==> config.mk <==
export PLATFORM = sky130hd
export DESIGN_NAME = slc_device_flat
export DESIGN_NICKNAME = d
export VERILOG_FILES = /design/src/common/slc_pkg.sv /design/src/common/slc_reg_if.sv /design/src/logic/slc_pin_sync.sv /design/src/logic/slc_device.sv /design/src/flat_wrapper.sv
export VERILOG_INCLUDE_DIRS = /design/src /design/src/common
export SDC_FILE = /design/constraint.sdc
export NUM_CORES = 1
export LEC_CHECK = 0
export BUFFER_PORTS_ARGS = -buffer_cell sky130_fd_sc_hd__buf_2
export CORE_ASPECT_RATIO = 1.75
export CORE_MARGIN = 8
export CORE_UTILIZATION = 62
export CTS_CLUSTER_SIZE = 25
export DETAILED_ROUTE_END_ITERATION = 10
export PLACE_DENSITY = 0.82
export SETUP_SLACK_MARGIN = 0.1
export SLEW_MARGIN = 20
export SYNTH_ARGS = -nofsm -noshare
export SYNTH_HDL_FRONTEND = slang
export SYNTH_HIERARCHICAL = 1
export SYNTH_SLANG_ARGS = --single-unit
==> constraint.sdc <==
create_clock -name clk -period 4.7 [get_ports clk]
set_input_delay 0.235 -clock clk [delete_from_list [all_inputs] [get_ports clk]]
set_output_delay 0.235 -clock clk [all_outputs]
set_load 0.02 [all_outputs]
==> src/common/slc_consts.svh <==
// Constants of the serial link configuration registers and controller.
// Assumes inclusion by bare name from the package and the design files.
`ifndef SLC_CONSTS_SVH
`define SLC_CONSTS_SVH

// ********************************************************************
// Device register port.
// ********************************************************************
`define SLC_ADDR_W 10
`define SLC_DATA_W 8

// ********************************************************************
// Device register offsets.
// ********************************************************************
`define SLC_OFF_LINK_ENABLE 10'h200
`define SLC_OFF_MODE 10'h201
`define SLC_OFF_FPM 10'h202
`define SLC_OFF_SYNC 10'h203
`define SLC_OFF_CTRL 10'h204
`define SLC_OFF_SUPPORT 10'h2F0

// ********************************************************************
// Device reset values.
// ********************************************************************
`define SLC_RST_LINK_ENABLE 1'h1
`define SLC_RST_MODE 6'h00
`define SLC_RST_FPM 8'h1F
`define SLC_RST_SYNC 1'h1
`define SLC_RST_CTRL 5'h03
`define SLC_RST_SUPPORT 2'h0

// ********************************************************************
// Field positions.
// ********************************************************************
`define SLC_MODE_MSB 5
`define SLC_CTRL_SCRAM 0
`define SLC_CTRL_FMT 1
`define SLC_CTRL_SEL_LSB 2
`define SLC_CTRL_SEL_MSB 3
`define SLC_CTRL_UPPER 4
`define SLC_SUP_CAL 0
`define SLC_SUP_TSR 1

// ********************************************************************
// Sync source codes and lane mapping.
// ********************************************************************
`define SLC_SEL_SE 2'h0
`define SLC_SEL_TS 2'h1
`define SLC_SEL_NONE 2'h2
`define SLC_UPPER_BASE 4'h4
`define SLC_UPPER_MAX_L 4'h4
`define SLC_K66_SCALE 8'h00

// ********************************************************************
// Controller software register offsets.
// ********************************************************************
`define SLC_SW_MODE 4'h0
`define SLC_SW_FPM 4'h1
`define SLC_SW_CTRL 4'h2
`define SLC_SW_LANES 4'h3
`define SLC_SW_CMD 4'h4
`define SLC_SW_SYNC 4'h5
`define SLC_SW_STATUS 4'h6
`define SLC_SW_RST_LANES 4'h1

`endif

==> src/common/slc_pkg.sv <==
// Types shared by both ends of the configuration link.
// Assumes the constants header is on the include path.
`include "slc_consts.svh"

package slc_pkg;
  // Bytes on the device register port.
  typedef logic [`SLC_DATA_W-1:0] slc_byte_t;
  // Addresses on the device register port.
  typedef logic [`SLC_ADDR_W-1:0] slc_addr_t;
  // Controller sequence states.
  typedef enum logic [3:0] {
    SLC_IDLE,
    SLC_LINK_OFF,
    SLC_CAL_OFF,
    SLC_WR_MODE,
    SLC_WR_FPM,
    SLC_WR_CTRL,
    SLC_CAL_ON,
    SLC_LINK_ON
  } slc_state_t;
endpackage

==> src/common/slc_reg_if.sv <==
// Register port between the controller and the configuration registers.
// Assumes both ends run on the same clock, given to them separately.
`timescale 1ns/1ps
`default_nettype none
`include "slc_consts.svh"

interface slc_reg_if;
  logic [`SLC_ADDR_W-1:0] addr;
  logic [`SLC_DATA_W-1:0] wdata;
  logic wr;
  logic rd;
  logic [`SLC_DATA_W-1:0] rdata;

  // The device end answers; the controller end orders.
  modport dev (input addr, input wdata, input wr, input rd, output rdata);
  modport ctl (output addr, output wdata, output wr, output rd, input rdata);
endinterface

`default_nettype wire

==> src/logic/slc_pin_sync.sv <==
// Three-stage synchroniser for a sync pin from outside the clock domain.
// Assumes the pin is a slow level; a glitch caught by only one sample never passes.
`timescale 1ns/1ps
`default_nettype none
`include "slc_consts.svh"

module slc_pin_sync import slc_pkg::*; #(
  parameter logic RESET_LEVEL = 1'b1
) (
  input wire logic clk,
  input wire logic ce,
  input wire logic arst_n,
  input wire logic pin,
  output logic level
);
  logic s1;
  logic s2;
  logic s3;
  // A change is taken only once the second and third stage agree.
  wire agree = (s2 == s3);

  // ******************************************************************
  // Stages and accepted level.
  // ******************************************************************
  // The first stage feeds only the second stage.
  always_ff @(posedge clk or negedge arst_n) begin
    if (!arst_n) begin
      s1 <= RESET_LEVEL;
      s2 <= RESET_LEVEL;
      s3 <= RESET_LEVEL;
      level <= RESET_LEVEL;
    end else if (ce) begin
      s1 <= pin;
      s2 <= s1;
      s3 <= s2;
      if (agree) begin
        level <= s3;
      end
    end
  end
endmodule

`default_nettype wire

==> src/logic/slc_device.sv <==
// Configuration registers of the serial link output of a data converter.
// Assumes a mode table outside returns lanes, E, F and coding for the
// mode code now held in the link mode register.
//
// Behaviour
// - Six-bit link mode field, reset zero.
// - Software changes mode only with enables clear.
// - Multiframe length holds frames minus one, reset 31.
// - 64B/66B modes use 256*E/F frames.
// - Length and control change only while disabled.
// - Writing zero to soft sync requests sync.
// - Soft sync works for every sync source.
// - Stuck pin releases only with source 2 or 3.
// - Normal mapping uses lanes zero to L-1.
// - Upper mapping uses lanes four to 4+L-1.
// - Upper mapping only for modes up to four lanes.
// - Sync source: pin, timestamp pair, or none.
// - Timestamp source needs the timestamp receiver enabled.
// - Sample format: offset binary or two's complement.
// - Scrambler bit enables 8B/10B scrambling, reset on.
// - 64B/66B modes always scramble.
// - Software should keep the scrambler enabled.
// - Reserved bits are written as zero.
// - Disabled link holds reset, powers down serialisers.
// - Calibration enabled before link enable.
//
// The strobed register port is this design's own decision.
`timescale 1ns/1ps
`default_nettype none
`include "slc_consts.svh"

module slc_device import slc_pkg::*; #(
  parameter int LANES = 8,
  parameter int KW = 16
) (
  input wire logic clk,
  input wire logic ce,
  input wire logic arst_n,
  slc_reg_if.dev bus,
  input wire logic single_ended_sync_pin,
  input wire logic timestamp_pair_input,
  input wire logic frame_tick,
  input wire logic [3:0] mode_lanes,
  input wire logic [3:0] mode_e,
  input wire logic [4:0] mode_f,
  input wire logic mode_uses_66b,
  output logic link_reset,
  output logic serializer_power_down,
  output logic serializer_clk_on,
  output logic [LANES-1:0] lane_enable,
  output logic [5:0] active_mode,
  output logic [KW-1:0] frames_per_multiframe,
  output logic sample_twos_complement,
  output logic scramble_on,
  output logic sync_request,
  output logic multiframe_edge,
  output logic calibration_enable,
  output logic timestamp_receiver_enable
);

  // ******************************************************************
  // Software-visible registers.
  // ******************************************************************
  logic link_enable;
  logic [5:0] link_mode_select;
  logic [7:0] frames_per_multiframe_m1;
  logic soft_sync_request;
  logic [4:0] link_control;
  logic [1:0] support_enable;

  // Captured copies that the running link uses.
  logic en_q;
  logic sh_upper;
  logic [1:0] sh_sel;
  logic sh_fmt;
  logic sh_scram;
  logic sh_66b;
  logic [3:0] sh_lanes;
  logic [KW-1:0] mf_cnt;
  logic se_level;
  logic ts_level;

  // ******************************************************************
  // Address decode.
  // ******************************************************************
  // Each register answers at one address; writes need the strobe.
  wire wr_go = ce && bus.wr;
  wire hit_en = (bus.addr == `SLC_OFF_LINK_ENABLE);
  wire hit_mode = (bus.addr == `SLC_OFF_MODE);
  wire hit_fpm = (bus.addr == `SLC_OFF_FPM);
  wire hit_sync = (bus.addr == `SLC_OFF_SYNC);
  wire hit_ctrl = (bus.addr == `SLC_OFF_CTRL);
  wire hit_sup = (bus.addr == `SLC_OFF_SUPPORT);

  // Read value; reserved bits and unmapped addresses read as zero.
  wire [7:0] rd_val =
    hit_en ? {7'h00, link_enable} :
    hit_mode ? {2'h0, link_mode_select} :
    hit_fpm ? frames_per_multiframe_m1 :
    hit_sync ? {7'h00, soft_sync_request} :
    hit_ctrl ? {3'h0, link_control} :
    hit_sup ? {6'h00, support_enable} : 8'h00;

  // ******************************************************************
  // Register writes.
  // ******************************************************************
  // Only the field bits are stored, so reserved bits stay zero.
  always_ff @(posedge clk or negedge arst_n) begin
    if (!arst_n) begin
      link_enable <= `SLC_RST_LINK_ENABLE;
      link_mode_select <= `SLC_RST_MODE;
      frames_per_multiframe_m1 <= `SLC_RST_FPM;
      soft_sync_request <= `SLC_RST_SYNC;
      link_control <= `SLC_RST_CTRL;
      support_enable <= `SLC_RST_SUPPORT;
    end else if (wr_go) begin
      if (hit_en) begin
        link_enable <= bus.wdata[0];
      end
      if (hit_mode) begin
        link_mode_select <= bus.wdata[`SLC_MODE_MSB:0];
      end
      if (hit_fpm) begin
        frames_per_multiframe_m1 <= bus.wdata;
      end
      if (hit_sync) begin
        soft_sync_request <= bus.wdata[0];
      end
      if (hit_ctrl) begin
        link_control <= bus.wdata[4:0];
      end
      if (hit_sup) begin
        support_enable <= bus.wdata[1:0];
      end
    end
  end

  // Read data stand only in the cycle after the read strobe.
  always_ff @(posedge clk or negedge arst_n) begin
    if (!arst_n) begin
      bus.rdata <= 8'h00;
    end else if (ce) begin
      bus.rdata <= bus.rd ? rd_val : 8'h00;
    end
  end

  // ******************************************************************
  // Capture of the settings at link enable.
  // ******************************************************************
  // A rise of the enable takes a fresh copy of the mode, length and control settings.
  wire en_rise = link_enable && !en_q;
  // Frames per multiframe in 64B/66B coding, guarded against F of zero.
  wire [KW-1:0] k66 = KW'({mode_e, `SLC_K66_SCALE} / {7'h00, mode_f});
  wire [KW-1:0] k8b = KW'({1'b0, frames_per_multiframe_m1} + 9'h001);
  wire use_66b = mode_uses_66b && (mode_f != 5'h00);
  wire [KW-1:0] k_new = use_66b ? k66 : k8b;

  always_ff @(posedge clk or negedge arst_n) begin
    if (!arst_n) begin
      en_q <= 1'b0;
      active_mode <= `SLC_RST_MODE;
      sh_upper <= 1'b0;
      sh_sel <= `SLC_SEL_SE;
      sh_fmt <= 1'b1;
      sh_scram <= 1'b1;
      sh_66b <= 1'b0;
      sh_lanes <= 4'h0;
      frames_per_multiframe <= KW'(32);
    end else if (ce) begin
      en_q <= link_enable;
      if (en_rise) begin
        active_mode <= link_mode_select;
        sh_upper <= link_control[`SLC_CTRL_UPPER];
        sh_sel <= link_control[`SLC_CTRL_SEL_MSB:`SLC_CTRL_SEL_LSB];
        sh_fmt <= link_control[`SLC_CTRL_FMT];
        sh_scram <= link_control[`SLC_CTRL_SCRAM];
        sh_66b <= mode_uses_66b;
        sh_lanes <= mode_lanes;
        frames_per_multiframe <= k_new;
      end
    end
  end

  // ******************************************************************
  // Lane mapping.
  // ******************************************************************
  // Base lane is zero or four; more than four upper lanes are undefined.
  wire [4:0] lane_base = sh_upper ? {1'b0, `SLC_UPPER_BASE} : 5'h00;
  wire [4:0] lane_top = lane_base + {1'b0, sh_lanes};
  logic [LANES-1:0] lane_on;

  // Each lane runs when it falls inside the mapped window.
  for (genvar i = 0; i < LANES; i++) begin : g_lane
    assign lane_on[i] = en_q && (5'(i) >= lane_base) && (5'(i) < lane_top);
  end

  // ******************************************************************
  // Sync pins.
  // ******************************************************************
  // Both pins idle high, as the request is active low on the wire.
  slc_pin_sync #(.RESET_LEVEL(1'b1)) u_se_sync (
    .clk(clk),
    .ce(ce),
    .arst_n(arst_n),
    .pin(single_ended_sync_pin),
    .level(se_level)
  );

  slc_pin_sync #(.RESET_LEVEL(1'b1)) u_ts_sync (
    .clk(clk),
    .ce(ce),
    .arst_n(arst_n),
    .pin(timestamp_pair_input),
    .level(ts_level)
  );

  // A disabled timestamp receiver reads as an idle high pin.
  wire ts_ok = ts_level || !support_enable[`SLC_SUP_TSR];
  // Only the selected pin can request; codes two and three use none.
  wire se_req = (sh_sel == `SLC_SEL_SE) && !se_level;
  wire ts_req = (sh_sel == `SLC_SEL_TS) && !ts_ok;
  wire pin_req = se_req || ts_req;
  // The soft bit requests whatever the source.
  wire next_sync = !soft_sync_request || pin_req;

  // ******************************************************************
  // Multiframe counter.
  // ******************************************************************
  // The counter is cleared while the link is off and wraps at K-1.
  wire mf_last = (mf_cnt == frames_per_multiframe - KW'(1));

  always_ff @(posedge clk or negedge arst_n) begin
    if (!arst_n) begin
      mf_cnt <= '0;
      multiframe_edge <= 1'b0;
    end else if (ce) begin
      multiframe_edge <= 1'b0;
      if (!en_q) begin
        mf_cnt <= '0;
      end else if (frame_tick) begin
        mf_cnt <= mf_last ? '0 : mf_cnt + KW'(1);
        multiframe_edge <= mf_last;
      end
    end
  end

  // ******************************************************************
  // Link outputs.
  // ******************************************************************
  // Link outputs follow the captured copy one cycle after capture; sync uses the captured source, calibration and timestamp outputs the live registers.
  always_ff @(posedge clk or negedge arst_n) begin
    if (!arst_n) begin
      link_reset <= 1'b1;
      serializer_power_down <= 1'b1;
      serializer_clk_on <= 1'b0;
      lane_enable <= '0;
      sample_twos_complement <= 1'b1;
      scramble_on <= 1'b1;
      sync_request <= 1'b0;
      calibration_enable <= 1'b0;
      timestamp_receiver_enable <= 1'b0;
    end else if (ce) begin
      link_reset <= !en_q;
      serializer_power_down <= !en_q;
      serializer_clk_on <= en_q;
      lane_enable <= lane_on;
      sample_twos_complement <= sh_fmt;
      scramble_on <= sh_66b || sh_scram;
      sync_request <= next_sync;
      calibration_enable <= support_enable[`SLC_SUP_CAL];
      timestamp_receiver_enable <= support_enable[`SLC_SUP_TSR];
    end
  end
endmodule

`default_nettype wire

==> src/flat_wrapper.sv <==
// flat-port wrapper written by rule: the top's interface ports become plain ports
module slc_device_flat import slc_pkg::*;
#(
  parameter int LANES = 8,
  parameter int KW = 16
)
  (clk, ce, arst_n, single_ended_sync_pin, timestamp_pair_input, frame_tick, mode_lanes, mode_e, mode_f, mode_uses_66b, link_reset, serializer_power_down, serializer_clk_on, lane_enable, active_mode, frames_per_multiframe, sample_twos_complement, scramble_on, sync_request, multiframe_edge, calibration_enable, timestamp_receiver_enable, bus_addr, bus_wdata, bus_wr, bus_rd, bus_rdata);
  slc_reg_if bus_i ();
  input wire logic clk;
  input wire logic ce;
  input wire logic arst_n;
  input wire logic single_ended_sync_pin;
  input wire logic timestamp_pair_input;
  input wire logic frame_tick;
  input wire logic [3:0] mode_lanes;
  input wire logic [3:0] mode_e;
  input wire logic [4:0] mode_f;
  input wire logic mode_uses_66b;
  output logic link_reset;
  output logic serializer_power_down;
  output logic serializer_clk_on;
  output logic [LANES-1:0] lane_enable;
  output logic [5:0] active_mode;
  output logic [KW-1:0] frames_per_multiframe;
  output logic sample_twos_complement;
  output logic scramble_on;
  output logic sync_request;
  output logic multiframe_edge;
  output logic calibration_enable;
  output logic timestamp_receiver_enable;
  input wire logic [$bits(bus_i.addr)-1:0] bus_addr;
  input wire logic [$bits(bus_i.wdata)-1:0] bus_wdata;
  input wire logic [$bits(bus_i.wr)-1:0] bus_wr;
  input wire logic [$bits(bus_i.rd)-1:0] bus_rd;
  output wire logic [$bits(bus_i.rdata)-1:0] bus_rdata;
  assign bus_i.addr = bus_addr;
  assign bus_i.wdata = bus_wdata;
  assign bus_i.wr = bus_wr;
  assign bus_i.rd = bus_rd;
  assign bus_rdata = bus_i.rdata;
  slc_device #(.LANES(LANES), .KW(KW)) u_core (.clk(clk), .ce(ce), .arst_n(arst_n), .bus(bus_i), .single_ended_sync_pin(single_ended_sync_pin), .timestamp_pair_input(timestamp_pair_input), .frame_tick(frame_tick), .mode_lanes(mode_lanes), .mode_e(mode_e), .mode_f(mode_f), .mode_uses_66b(mode_uses_66b), .link_reset(link_reset), .serializer_power_down(serializer_power_down), .serializer_clk_on(serializer_clk_on), .lane_enable(lane_enable), .active_mode(active_mode), .frames_per_multiframe(frames_per_multiframe), .sample_twos_complement(sample_twos_complement), .scramble_on(scramble_on), .sync_request(sync_request), .multiframe_edge(multiframe_edge), .calibration_enable(calibration_enable), .timestamp_receiver_enable(timestamp_receiver_enable));
endmodule
==> results of run 1 <==
==> synthesized netlist by cell type, types with 5 or more instances <==
| master | instances |
|---|---|
| and4_1 | 7 |
| xor2_1 | 29 |
| clkbuf_1 | 29 |
| or3_1 | 20 |
| nand4_1 | 19 |
| nor2b_1 | 9 |
| nand2_1 | 145 |
| dfstp_2 | 23 |
| nor2_1 | 109 |
| a21oi_1 | 63 |
| nor3_1 | 45 |
| o21a_1 | 22 |
| or2_2 | 5 |
| o22ai_1 | 22 |
| a21o_1 | 31 |
| o21bai_1 | 5 |
| nor3b_1 | 6 |
| mux2i_1 | 16 |
| o211ai_1 | 18 |
| o21ai_0 | 95 |
| and3_1 | 30 |
| ha_1 | 66 |
| and2_1 | 10 |
| or4_1 | 7 |
| nor4_1 | 13 |
| inv_1 | 47 |
| nand2b_1 | 27 |
| a41oi_1 | 7 |
| a22oi_1 | 5 |
| a311oi_1 | 6 |
| a22o_1 | 5 |
| a211oi_1 | 13 |
| dfrtp_1 | 81 |
| nand3_1 | 31 |
| mux2_2 | 44 |
| o21ai_1 | 7 |
| o31ai_1 | 15 |
| xnor2_1 | 37 |
| a31oi_1 | 9 |
==> kinds of logic after synthesis <==
| family | count (synthesis) | share of synthesized area (%) |
|---|---|---|
| other cells | 1 | 0.03515 |
| buf+inv | 87 | 3.319 |
| fa+ha+maj | 67 | 7.929 |
| compound gates | 406 | 26.74 |
| mux | 65 | 6.920 |
| xor+xnor | 66 | 5.419 |
| flops | 104 | 24.67 |
| simple gates | 516 | 24.97 |
==> per-layer routing <==
layer	global-route usage, %	overflow
met3	44.18	0
met2	85.49	1
met4	66.50	4
met5	5.701	0
met1	61.72	0
==> stage by stage <==
step	hold slack, ps	instance area (um^2)	setup TNS (ps)	worst slack, ps
after CTS	34.60	15860	-77450	-14400
after detailed placement	407.5	14530	-86200	-15650
after global placement	395.9	14530	-81450	-14900
after floorplan	-60.59	11200	-88980	-16170
==> timing repair <==
item / 4_1_cts
setup endpoints to repair: 10
pin swaps: 69
gates resized for setup: 120
setup buffers: 69
==> reports/results.ini, run 1 <==
[global_routing]
overflow=5
grt_pass1_wl_mm=106.6
grt_max_degree=72
grt_util_all_layers_pct=64.11
grt_pass1_vias=17950

[synth]
synth_area_leaders=dfrtp_1, ha_1, dfstp_2, nand2_1, mux2_2
ys_seq_area_share_pct=24.67
postSynth.asyncResetShare_pct=100.0
synth_top_area_cell=dfrtp_1
synth-edff-count=0
yosys.area.top_type_share_pct=19.00
syn_area_um2=10670
synth_ff_type=dfrtp_1
ys_ff_latch=104
ys_types=108
synth_cells=1312
yosysWarnings=6
syn_avg_cell_area_um2=8.131

[run_status]
status=aborted with a tool error
tool.error=[ERROR GRT-0116] Global routing finished with congestion. Check the congestion regions in the DRC Viewer.
stop_stage=global routing (5_1_grt)

[placed_design]
dp_hpwl_mm=31.82
portBuffers=86
place.gp.congestion=1.014
place_inst=1975

[clocking]
cts_root_buf=clkbuf_16
cts_hold_buf=0
h-tree-depth=3
clock_tree.buffer_depth=2
cts_buffers=9
cts.sinks=104

[die]
dieHeight_um=189.5
die_w_um=115.2
initial_utilization_pct=63.24
row_count=63
num_io_pins=87

==> run 2: changes to the inputs <==
--- a/config.mk
+++ b/config.mk
@@ -7,13 +7,10 @@
 export NUM_CORES = 1
 export LEC_CHECK = 0
 export BUFFER_PORTS_ARGS = -buffer_cell sky130_fd_sc_hd__buf_2
-export CORE_ASPECT_RATIO = 1.75
 export CORE_MARGIN = 8
-export CORE_UTILIZATION = 62
-export CTS_CLUSTER_SIZE = 25
+export CORE_UTILIZATION = 40
 export DETAILED_ROUTE_END_ITERATION = 10
-export PLACE_DENSITY = 0.82
-export SETUP_SLACK_MARGIN = 0.1
+export PLACE_DENSITY_LB_ADDON = 0.15
 export SLEW_MARGIN = 20
 export SYNTH_ARGS = -nofsm -noshare
 export SYNTH_HDL_FRONTEND = slang
==> reports/results.ini, run 2 <==
[synth]
synth_common_cells=nand2_1, nor2_1, o21ai_0
syn_avg_cell_area_um2=8.131  ; unchanged
yosysWarnings=6  ; unchanged
yosys.cell_count.top_type=nand2_1
synthAdderAreaFrac_pct=7.929  ; unchanged
synth-simple-area-share_pct=24.97  ; unchanged
syn_area_um2=10670  ; unchanged
synth-compound-area-share_pct=26.74  ; unchanged
synth_top_area_cell=dfrtp_1
synth_area_leaders=dfrtp_1, ha_1, dfstp_2, nand2_1, mux2_2
synth_ff_type=dfrtp_1
ys_seq_area_share_pct=24.67  ; unchanged
ys_types=108  ; unchanged
synth_cells=1312  ; unchanged
synth-edff-count=0  ; unchanged
postSynth.asyncResetShare_pct=100.0  ; unchanged
ys_ff_latch=104  ; unchanged
yosys.area_share.xor_xnor_pct=5.419  ; unchanged
synth_top_family_by_area=compound AO/OA/AOI/OAI gates
yosys.area.top_type_share_pct=19.00  ; unchanged
muxShareOfSynthArea_pct=6.920  ; unchanged

[worst_setup_path]
arrival_ps=19700
crit_top_cell=ha_1
crit_path_max_incr_delay_ps=420
cp_max_fo=8
critical_path_required_ps=4900
crit_path_end_kind=register
rr_worst_depth=11
critPathKind=in -> reg
timing.rr.start=u_core/frames_per_multiframe[0]
crit_buf_inv=6
rr_endpoint=u_core/mf_cnt[2]
rrSetupSlack_ps=800
crit_cells=107
cp_slowest_cell=or3_1
crit_path_start_kind=input pin
cpLargestDelayFamily=compound AO/OA/AOI/OAI gates

[final_layout]
multiInputGateArea_um2=8531
layout_commonest_cell=buf_4
final_layout_size_suffix_gt1_share_pct=45.96
antenna_cells=0
final_net_count=2019
syn_to_final_growth_pct=57.14
fillers=2247
final_util_pct=64.15
reg_top3=u_core/frames_per_multiframe: 16 flops, u_core/mf_cnt: 16 flops
final_cell_mix=buf_4, nand2_1, nor2_1
final-seq-area_um2=2631

[die]
fp.dieArea_um2=32150
coreArea_um2=26130
num_io_pins=87  ; unchanged
dieHeight_um=179.3  ; -5.4%
initial_utilization_pct=40.82  ; -22 points
die_w_um=179.3  ; +56%
row_count=59  ; -6.3%

[placed_design]
dp_hpwl_mm=28.66  ; -9.9%
place.gp.congestion=0.9128  ; -10%
dpl_worst_slack_ps=-15390  ; +264.0 ps
portBuffers=86  ; unchanged

[global_routing]
grt_pass1_vias=12330
grt_max_degree=67
grt_pass1_wl_mm=60.27
overflow=0
grt_util_all_layers_pct=22.86
grt_antenna_before_repair=0

[clocking]
cts_hold_buf=0  ; unchanged
cts_root_buf=clkbuf_16
cts_tree=built
insertion_delay_ps=340
cts.reportedPaths.clkPinSlew_ps=70
clock_tree.buffer_depth=2  ; unchanged
cts_buffers=9  ; unchanged
h-tree-depth=3  ; unchanged
cts.sinks=104  ; unchanged

[timing]
finClkSkew_ps=8.558
final-setup-viol-count=10
worst_pin_slew_ps=1321
setup_ws_ps=-14800
maxSlewViolCount=0
max_freq_mhz=51.29
relSlewSlack_pct=9.660
hold_slack_ps=-7.888
rsz0062_at_grt=true
hold_viol=17
fin_crit_sh_pct=414.8
min_period_ps=19500

[drt]
routed_wl_mm=38.92
wl_met1_mm=16.59
wl_met2_mm=19.38
drt_iter0_drc=857
via_count=12590
first_pass_iters=4
top_layer_used=met4
wl_per_cell_um=17.28
drcViolationCount=0
via_per_inst=5.592
ant_nets=0
route.met3.wl_mm=1.630

[min_path]
min_path_type=in -> async

[run_status]
violations=negative hold slack, negative setup slack
status=finished with violations

[run]
drv_cap=0

-- run 2: how the worst max path moves through the flow --
| stage | startpoint | endpoint |
|---|---|---|
| after global placement | mode_f[1] | u_core/frames_per_multiframe[0] |
| after detailed placement | mode_f[1] | u_core/frames_per_multiframe[0] |
| after floorplan | mode_f[0] | u_core/frames_per_multiframe[0] |
| after global routing | mode_f[0] | u_core/frames_per_multiframe[0] |
| after CTS | mode_f[0] | u_core/frames_per_multiframe[0] |
| final | mode_f[2] | u_core/frames_per_multiframe[0] |
-- run 2: cells by family after synthesis --
logic type | after synthesis
simple gates | 516
xor+xnor | 66
buf+inv | 87
fa+ha+maj | 67
compound gates | 406
other cells | 1
mux | 65
flops | 104
-- run 2: repair_timing --
action	CTS	global route
resized for setup	84	78
setup buffers	93	59
endpoints found under the setup margin	10	10
pin swaps	70	57
-- run 2: layout make-up --
| cell class | count | share of cell area (%) |
|---|---|---|
| repair buffers | 625 | 28.01 |
| multi-input cells | 1124 | 50.89 |
| flip-flops and latches | 104 | 15.70 |
| inverters | 48 | 1.134 |
| clock buffers | 10 | 1.426 |
| clock inverters | 6 | 0.3433 |
| well taps | 335 | 2.500 |
-- run 2: layer usage --
| metal | up-vias | track usage, % |
|---|---|---|
| met3 | 102 | 1.917 |
| met5 | - | 0 |
| met4 | 0 | 8.018 |
| li1 | 6151 | - |
| met2 | 339 | 41.51 |
| met1 | 6001 | 27.92 |
-- run 2: stage by stage --
stage	instance area, um^2	std cells	TNS [ps]	hold WS (ps)
after floorplan	11200	1315	-88980	-60.59
after global placement	14720	2089	-82160	387.4
after detailed placement	14720	2089	-84570	390.1
after CTS	16050	2197	-75910	22.37
after global routing	16760	2252	-89030	53.22
final	16760	2252	-83030	-7.888
Power of run 2 is not shown: default switching activity piles up to over one toggle a cycle in this logic, so the estimate is an artifact.
